<file path="src/psr_pkg.sv">
// constants for the phy status and identifier register group
package psr_pkg;
    localparam int ADDR_W = 8;
    localparam int DATA_W = 32;
    // printed offsets are register indices; byte address is index times four
    localparam logic [ADDR_W-1:0] IDX_STATUS = 8'h01;
    localparam logic [ADDR_W-1:0] IDX_ID_UPPER = 8'h02;
    localparam logic [ADDR_W-1:0] IDX_ID_LOWER = 8'h03;
    localparam logic [ADDR_W-1:0] IDX_IRQ_STATUS = 8'h10;
    localparam logic [ADDR_W-1:0] IDX_IRQ_ENABLE = 8'h11;
    localparam logic [ADDR_W-1:0] IDX_IRQ_CLEAR = 8'h12;
    localparam logic [ADDR_W-1:0] ADDR_STATUS = 8'h04;
    localparam logic [ADDR_W-1:0] ADDR_ID_UPPER = 8'h08;
    localparam logic [ADDR_W-1:0] ADDR_ID_LOWER = 8'h0C;
    localparam logic [ADDR_W-1:0] ADDR_IRQ_STATUS = 8'h40;
    localparam logic [ADDR_W-1:0] ADDR_IRQ_ENABLE = 8'h44;
    localparam logic [ADDR_W-1:0] ADDR_IRQ_CLEAR = 8'h48;
    // status field positions
    localparam int BIT_EXT_REGS = 0;
    localparam int BIT_OVERLONG = 1;
    localparam int BIT_LINK = 2;
    localparam int BIT_NEG_CAPABLE = 3;
    localparam int BIT_FAR_FAULT = 4;
    localparam int BIT_NEG_DONE = 5;
    localparam int BIT_MGMT_PRE = 6;
    localparam int BIT_SLOW_HALF = 11;
    localparam int BIT_SLOW_FULL = 12;
    localparam int BIT_FAST_HALF = 13;
    localparam int BIT_FAST_FULL = 14;
    localparam logic [15:0] STATUS_RESET = 16'h7849;
    // identifier field positions
    localparam int OUI_LO_POS = 10;
    localparam int MODEL_POS = 4;
    localparam int REV_POS = 0;
    // interrupt bit positions
    localparam int IRQ_FAULT = 0;
    localparam int IRQ_OVERLONG = 1;
    localparam int IRQ_LINK = 2;
    localparam int IRQ_NEG_DONE = 3;
    localparam int IRQ_W = 4;
endpackage

</file>
<file path="src/psr_event_latch.sv">
// sticky flag: set by a condition, cleared by a read; set wins
`timescale 1ns/1ps
module psr_event_latch (
    // clock and reset
    input wire logic clk,
    input wire logic rstN,
    // event and clear
    input wire logic setIn,
    input wire logic clearIn,
    output logic flag
);
    logic flag_next;
    assign flag_next = setIn ? 1'b1 : (clearIn ? 1'b0 : flag);
    always_ff @(posedge clk or negedge rstN) begin
        if (!rstN) begin
            flag <= 1'b0;
        end else begin
            flag <= flag_next;
        end
    end
endmodule

</file>
<file path="src/psr_phy_regs.sv">
// status and identifier register group with interrupt wrapper
//
// The implementer's own choice: the address-and-strobe port.
`timescale 1ns/1ps
module psr_phy_regs
    import psr_pkg::*;
#(
    // arbitrary neutral identity values
    parameter logic [21:0] OUI_VALUE = 22'h2A5A5,
    parameter logic [5:0] MODEL_VALUE = 6'h05,
    parameter logic [3:0] REV_VALUE = 4'h1
) (
    // clock and reset
    input wire logic clk,
    input wire logic arst_n,
    // register port
    input wire logic [ADDR_W-1:0] regAddr,
    input wire logic [DATA_W-1:0] regWdata,
    input wire logic regWrite,
    input wire logic regRead,
    output logic [DATA_W-1:0] regRdata,
    // phy line state, asynchronous
    input wire logic farEndFault,
    input wire logic overlongTransmit,
    input wire logic linkUp,
    input wire logic negotiationDone,
    // interrupt
    output logic irq
);
    logic rstMeta_reg, rstN_reg;
    always_ff @(posedge clk or negedge arst_n) begin
        if (!arst_n) begin
            rstMeta_reg <= 1'b0;
            rstN_reg <= 1'b0;
        end else begin
            rstMeta_reg <= 1'b1;
            rstN_reg <= rstMeta_reg;
        end
    end

    // two-stage synchronisers for line inputs
    logic [3:0] syncA_reg, syncB_reg;
    always_ff @(posedge clk or negedge rstN_reg) begin
        if (!rstN_reg) begin
            syncA_reg <= 4'h0;
            syncB_reg <= 4'h0;
        end else begin
            syncA_reg <= {negotiationDone, linkUp, overlongTransmit,
                farEndFault};
            syncB_reg <= syncA_reg;
        end
    end
    wire faultS = syncB_reg[0];
    wire overlongS = syncB_reg[1];
    wire linkS = syncB_reg[2];
    wire negDoneS = syncB_reg[3];

    wire selStatus = regAddr == ADDR_STATUS;
    wire selIdUp = regAddr == ADDR_ID_UPPER;
    wire selIdLo = regAddr == ADDR_ID_LOWER;
    wire selIrqSt = regAddr == ADDR_IRQ_STATUS;
    wire selIrqEn = regAddr == ADDR_IRQ_ENABLE;
    wire selIrqClr = regAddr == ADDR_IRQ_CLEAR;
    wire statusRead = regRead && selStatus;

    // read-clear flags; an event in the clearing cycle survives
    logic faultFlag, overlongFlag;
    psr_event_latch uFault (
        .clk(clk), .rstN(rstN_reg), .setIn(faultS),
        .clearIn(statusRead), .flag(faultFlag)
    );
    psr_event_latch uOverlong (
        .clk(clk), .rstN(rstN_reg), .setIn(overlongS),
        .clearIn(statusRead), .flag(overlongFlag)
    );

    // live status word; reserved bits tied low
    logic [15:0] statusWord;
    always_comb begin
        statusWord = 16'h0000;
        statusWord[BIT_FAST_FULL] = 1'b1;
        statusWord[BIT_FAST_HALF] = 1'b1;
        statusWord[BIT_SLOW_FULL] = 1'b1;
        statusWord[BIT_SLOW_HALF] = 1'b1;
        statusWord[BIT_MGMT_PRE] = STATUS_RESET[BIT_MGMT_PRE];
        statusWord[BIT_NEG_DONE] = negDoneS;
        statusWord[BIT_FAR_FAULT] = faultFlag;
        statusWord[BIT_NEG_CAPABLE] = 1'b1;
        statusWord[BIT_LINK] = linkS;
        statusWord[BIT_OVERLONG] = overlongFlag;
        statusWord[BIT_EXT_REGS] = 1'b1;
    end

    // identifier words
    wire [15:0] idUpper = OUI_VALUE[21:6];
    wire [15:0] idLower = {OUI_VALUE[5:0], MODEL_VALUE, REV_VALUE};

    // interrupt: sticky bits on rising edges of link and negotiation done, on the level of fault and overlong
    logic linkPrev_reg, negPrev_reg;
    logic [IRQ_W-1:0] irqStatus_reg, irqStatus_next;
    logic [IRQ_W-1:0] irqEnable_reg, irqEnable_next;
    wire [IRQ_W-1:0] irqEvents = {negDoneS & ~negPrev_reg,
        linkS & ~linkPrev_reg, overlongS, faultS};
    wire [IRQ_W-1:0] irqClear = (regWrite && selIrqClr) ?
        regWdata[IRQ_W-1:0] : {IRQ_W{1'b0}};
    assign irqStatus_next = irqEvents | (irqStatus_reg & ~irqClear);
    assign irqEnable_next = (regWrite && selIrqEn) ?
        regWdata[IRQ_W-1:0] : irqEnable_reg;
    wire irq_next = |(irqStatus_next & irqEnable_next);

    always_ff @(posedge clk or negedge rstN_reg) begin
        if (!rstN_reg) begin
            linkPrev_reg <= 1'b0;
            negPrev_reg <= 1'b0;
            irqStatus_reg <= {IRQ_W{1'b0}};
            irqEnable_reg <= {IRQ_W{1'b0}};
            irq <= 1'b0;
        end else begin
            linkPrev_reg <= linkS;
            negPrev_reg <= negDoneS;
            irqStatus_reg <= irqStatus_next;
            irqEnable_reg <= irqEnable_next;
            irq <= irq_next;
        end
    end

    // read mux; writes to the phy words have no target at all
    logic [DATA_W-1:0] rdMux;
    always_comb begin
        rdMux = '0;
        if (selStatus) begin
            rdMux = {16'h0000, statusWord};
        end else if (selIdUp) begin
            rdMux = {16'h0000, idUpper};
        end else if (selIdLo) begin
            rdMux = {16'h0000, idLower};
        end else if (selIrqSt) begin
            rdMux = {{(DATA_W-IRQ_W){1'b0}}, irqStatus_reg};
        end else if (selIrqEn) begin
            rdMux = {{(DATA_W-IRQ_W){1'b0}}, irqEnable_reg};
        end
    end

    always_ff @(posedge clk or negedge rstN_reg) begin
        if (!rstN_reg) begin
            regRdata <= '0;
        end else begin
            regRdata <= regRead ? rdMux : '0;
        end
    end

    // checks
    property p_fault_clear;
        @(posedge clk) disable iff (!rstN_reg)
        (statusRead && !faultS) |=> !faultFlag;
    endproperty
    a_fault_clear: assert property (p_fault_clear)
        else $error("fault flag not cleared by read");

    property p_fault_hold;
        @(posedge clk) disable iff (!rstN_reg)
        (faultFlag && !statusRead) |=> faultFlag;
    endproperty
    a_fault_hold: assert property (p_fault_hold)
        else $error("fault flag dropped without read");

    property p_overlong_set;
        @(posedge clk) disable iff (!rstN_reg)
        overlongS |=> overlongFlag;
    endproperty
    a_overlong_set: assert property (p_overlong_set)
        else $error("overlong flag not set");

    property p_neg_done;
        @(posedge clk) disable iff (!rstN_reg)
        (regRead && selStatus) |=> regRdata[BIT_NEG_DONE] == $past(negDoneS);
    endproperty
    a_neg_done: assert property (p_neg_done)
        else $error("negotiation done bit wrong");

    property p_link;
        @(posedge clk) disable iff (!rstN_reg)
        (regRead && selStatus) |=> regRdata[BIT_LINK] == $past(linkS);
    endproperty
    a_link: assert property (p_link)
        else $error("link bit wrong");

    property p_fixed;
        @(posedge clk) disable iff (!rstN_reg)
        (regRead && selStatus) |=>
            (regRdata[15:0] & 16'hF849) == 16'h7849 && regRdata[15:7] ==
            9'h0F0 ;
    endproperty
    a_fixed: assert property (p_fixed)
        else $error("fixed status bits wrong");

    property p_ext;
        @(posedge clk) disable iff (!rstN_reg)
        (regRead && selStatus) |=>
            regRdata[BIT_EXT_REGS] && regRdata[14:11] == 4'hF;
    endproperty
    a_ext: assert property (p_ext)
        else $error("capability bits wrong");

    property p_idlo;
        @(posedge clk) disable iff (!rstN_reg)
        (regRead && selIdLo) |=> regRdata == {16'h0000, OUI_VALUE[5:0],
            MODEL_VALUE, REV_VALUE};
    endproperty
    a_idlo: assert property (p_idlo)
        else $error("lower identifier wrong");

    property p_idup;
        @(posedge clk) disable iff (!rstN_reg)
        (regRead && selIdUp) |=> regRdata == {16'h0000, OUI_VALUE[21:6]};
    endproperty
    a_idup: assert property (p_idup)
        else $error("upper identifier wrong");
endmodule

</file>
<file path="config.mk">
export PLATFORM = sky130hd
export DESIGN_NAME = psr_phy_regs
export DESIGN_NICKNAME = d
export VERILOG_FILES = /design/src/psr_pkg.sv /design/src/psr_event_latch.sv /design/src/psr_phy_regs.sv
export SDC_FILE = /design/constraint.sdc
export NUM_CORES = 1
export LEC_CHECK = 0
export ABC_AREA = 1
export BUFFER_PORTS_ARGS = -buffer_cell sky130_fd_sc_hd__buf_4
export CAP_MARGIN = 20
export CORE_MARGIN = 3
export CORE_UTILIZATION = 47
export CTS_CLUSTER_SIZE = 14
export DETAILED_ROUTE_END_ITERATION = 10
export HOLD_SLACK_MARGIN = 0.06
export PLACE_DENSITY = 0.93
export SYNTH_ARGS = -nofsm -noshare
export SYNTH_HDL_FRONTEND = slang
export SYNTH_SLANG_ARGS = --single-unit
</file>
<file path="constraint.sdc">
create_clock -name clk -period 1.8 [get_ports clk]
set_clock_uncertainty 0.1 [all_clocks]
set_input_delay 0.18 -clock clk [delete_from_list [all_inputs] [get_ports clk]]
set_output_delay 0.18 -clock clk [all_outputs]
set_load 0.005 [all_outputs]
</file>
==> metrics.md <==
| Metric | Value |
|---|---|
| Mapped Cells | between 150 and 200 |
| Hold Vio Cnt, Final | 0 |
| Fraction of layout instances using a drive strength above 1 | 33.0% |
| Clock sinks | 34 |
| Via count | 1,132 |
| Power Density | between 700 and 800 nW/µm² |
| Mapped cell area | around 1500 µm² |
| Met3 Usage GRT | under 10% |
| Fin nets | 253 |
| Most flops, register | regRdata |
| Largest cells by area after synthesis | dfrtp_1 (56%), buf_4 (10%), nand2_1 (9.4%) |
| Num rows | 19 |
| Initial DRC count | 22 |
| Yosys top cell by area | dfrtp_1 |
| VDD IR max | 536 µV |
| Combinational share of power | under 10% |
| Largest net degree at the start of global routing | 33 |
| CTS tree | yes |
| DRT Pass-1 Iters | 4 |
| Commonest non-fill, non-tap cells in the layout | nand2_1 (38), buf_4 (36), dfrtp_1 (34), conb_1 (18), dlygate4sd3_1 (12) |
| Inserted Diodes | 0 |
| Initial antenna violation count | 0 |
| Num CTS Buffers | 5 |
| I/O Buffers | 35 |
| Slew Viols, Final | 0 |
| Post_cts resized | 0 |
| HP Class | flop to async pin |
| Post-route clock period utilization | between 80% and 90% |
| Clock root buffer master | clkbuf_4 |
| Final GP Congestion | around 0.89 |
| Core area | 2900 µm² |
| DP Area | 1740 µm² |
| Crit path capture type | flop |
| Initial Utilization | between 50% and 60% |
| Clk_lat worst skew | between 300 and 400 ps |
| Status | finished, final reports clean |
| R2r setup slk | 690 ps |
| Final design utilization | between 60% and 70% |
| Post-Place Worst Slack | roughly 420 ps |
| Fin Setup TNS | 0 ps |
| Sequential power share | between 50 and 60% |
| Met1 Track Usage GR | about 16% |
| CTS H-tree lvls | 2 |
| Startpoint types | primary input |
| Sw frac | 22.5% |
| Die area | just under 4000 µm² |
| Vias per cell | between 4 and 5 |
| Total power | between 1000 and 1500 µW |
| Leak pwr | 0.000988 µW |
| P_int | about 1100 µW |
| Vias in the first global route | ~1,100 |
| Die H | 62.8 µm |
| Routed Wire Length | ~2700 µm |
| Global route overflow | 0 |
| Top Usage Layer GRT | met2 |
| Clock network fraction of total power | 35.3% |
| Drc violations | 0 |
| Reg2reg path depth | 7 |
| Finished Cell Area | 1940 µm² |
| WP data arrival | between 1500 and 2000 ps |
| Area Overhead vs Synth | 28.0% |
| Tmin final | 1530 ps |
| Min setup slack post-route | ~270 ps |
| Avg Synthesized Cell Area | between 9 and 10 µm² |
| Synth top area share | roughly 56% |
| Crit path kind | primary input to flop |
| WL per Instance | roughly 11 µm |
| RSZ-0062 raised after global routing | false |
| Met2 GRT Util | between 20% and 30% |
| Max FO, Critical Path | 4 |
| First-pass GRT wire length | about 4600 µm |
| Clock-pin slew on the worst setup and hold paths | about 100 ps |
| Die Span X | between 60 and 70 µm |
| Fillcell total | approximately 250 |
| Max clock buf depth | 2 |
| Max FFs per register | 11 |
| Top Ports | about 80 |
| Req. time, crit path | 1930 ps |
| Max-cap violations | 0 |
| Most common cell after layout, fill and taps aside | nand2_1 |
| Max Clk Rate | about 650 MHz |
| P_sw | approximately 320 µW |
| YS warnings | 0 |
| DRT antenna net count | 0 |
| Seq/Total Area, Yosys | around 56% |
| Detailed Place HPWL | 1970 µm |
| Total global-route track usage | between 10% and 20% |
| Count of state elements after synthesis | 34 |
| Distinct cells, synth | 19 |
| Setup-failing EPs final | 0 |
-- cells in the mapped netlist --
library cell,n
a21oi_1,2
a31oi_1,3
buf_4,21
conb_1,2
dfrtp_1,34
inv_1,11
inv_2,5
inv_4,1
nand2_1,38
nand2_2,3
nand3_1,6
nand3_2,2
nand3_4,1
nor2_1,7
nor2_2,5
nor2_4,5
nor2_8,1
o21ai_1,7
or2_2,1
-- power by group through the flow --
stage	sequential (µW)	clock, µW	combinational, µW
2_1_floorplan	817	0	75.8
3_3_place_gp	808	0	116
3_5_place_dp	809	0	118
4_1_cts	794	521	140
5_1_grt	796	558	156
6_report	794	508	139
-- kinds of logic (layout without fill, tap and decap cells) --
family                 count (synthesis)  after routing  share of synthesized area, %
and+or+nand+nor                       69             69                          24.4
AOI/OAI and AO/OA                     12             12                          4.21
other                                  2             18                         0.496
DFF                                   34             34                          56.2
buffers and inverters                 38             73                          14.8
-- worst max-delay path, stage by stage --
cell and delay [ps]:
dlygate4sd3_1 540, buf_4 160, inv_1 70, nand2_1 60, nor2_2 200, nand3_1 100, nand2_1 70, nand2_1 60
nand2_1 60, nand2_1 50, inv_1 50, nand2_1 50
-- per-layer routing --
layer / vias up / share of wire, %
met5: - / 0
met4: 0 / 1.6
met3: 8 / 8.1
met2: 60 / 51
met1: 527 / 39
li1: 537 / -
-- layout make-up --
cell class	count	area, µm²	share of cell area (%)
Inverter	17	66.3	3.42
Sequential cell	34	851	43.9
Tap cell	42	52.6	2.71
Timing Repair Buffer	48	390	20.1
Clock buffer	8	78.8	4.06
Multi-Input combinational cell	99	500	25.8
-- metrics by stage --
stage | hold slack (ps) | std cells
after floorplan | -216 | 171
after global placement | -137 | 228
after detailed placement | -137 | 228
after CTS | 153 | 248
after global routing | 150 | 248
final | 160 | 248
-- timing repair --
action	in CTS	in global routing
endpoints found under the hold margin	16	0
setup buffers	0	0
hold buffers	12	0
-- final timing paths --
check,start,end
worst max-delay path,regAddr[2],irq
worst min-delay path,rstN_reg,irqEnable_reg[2]
worst max register to register,syncB_reg[3],irq
worst min register to register,rstN_reg,irqEnable_reg[2]
max in group asynchronous,arst_n,rstMeta_reg
min in group clk,regAddr[3],regRdata[4]
(Power assumes the default switching activity.)
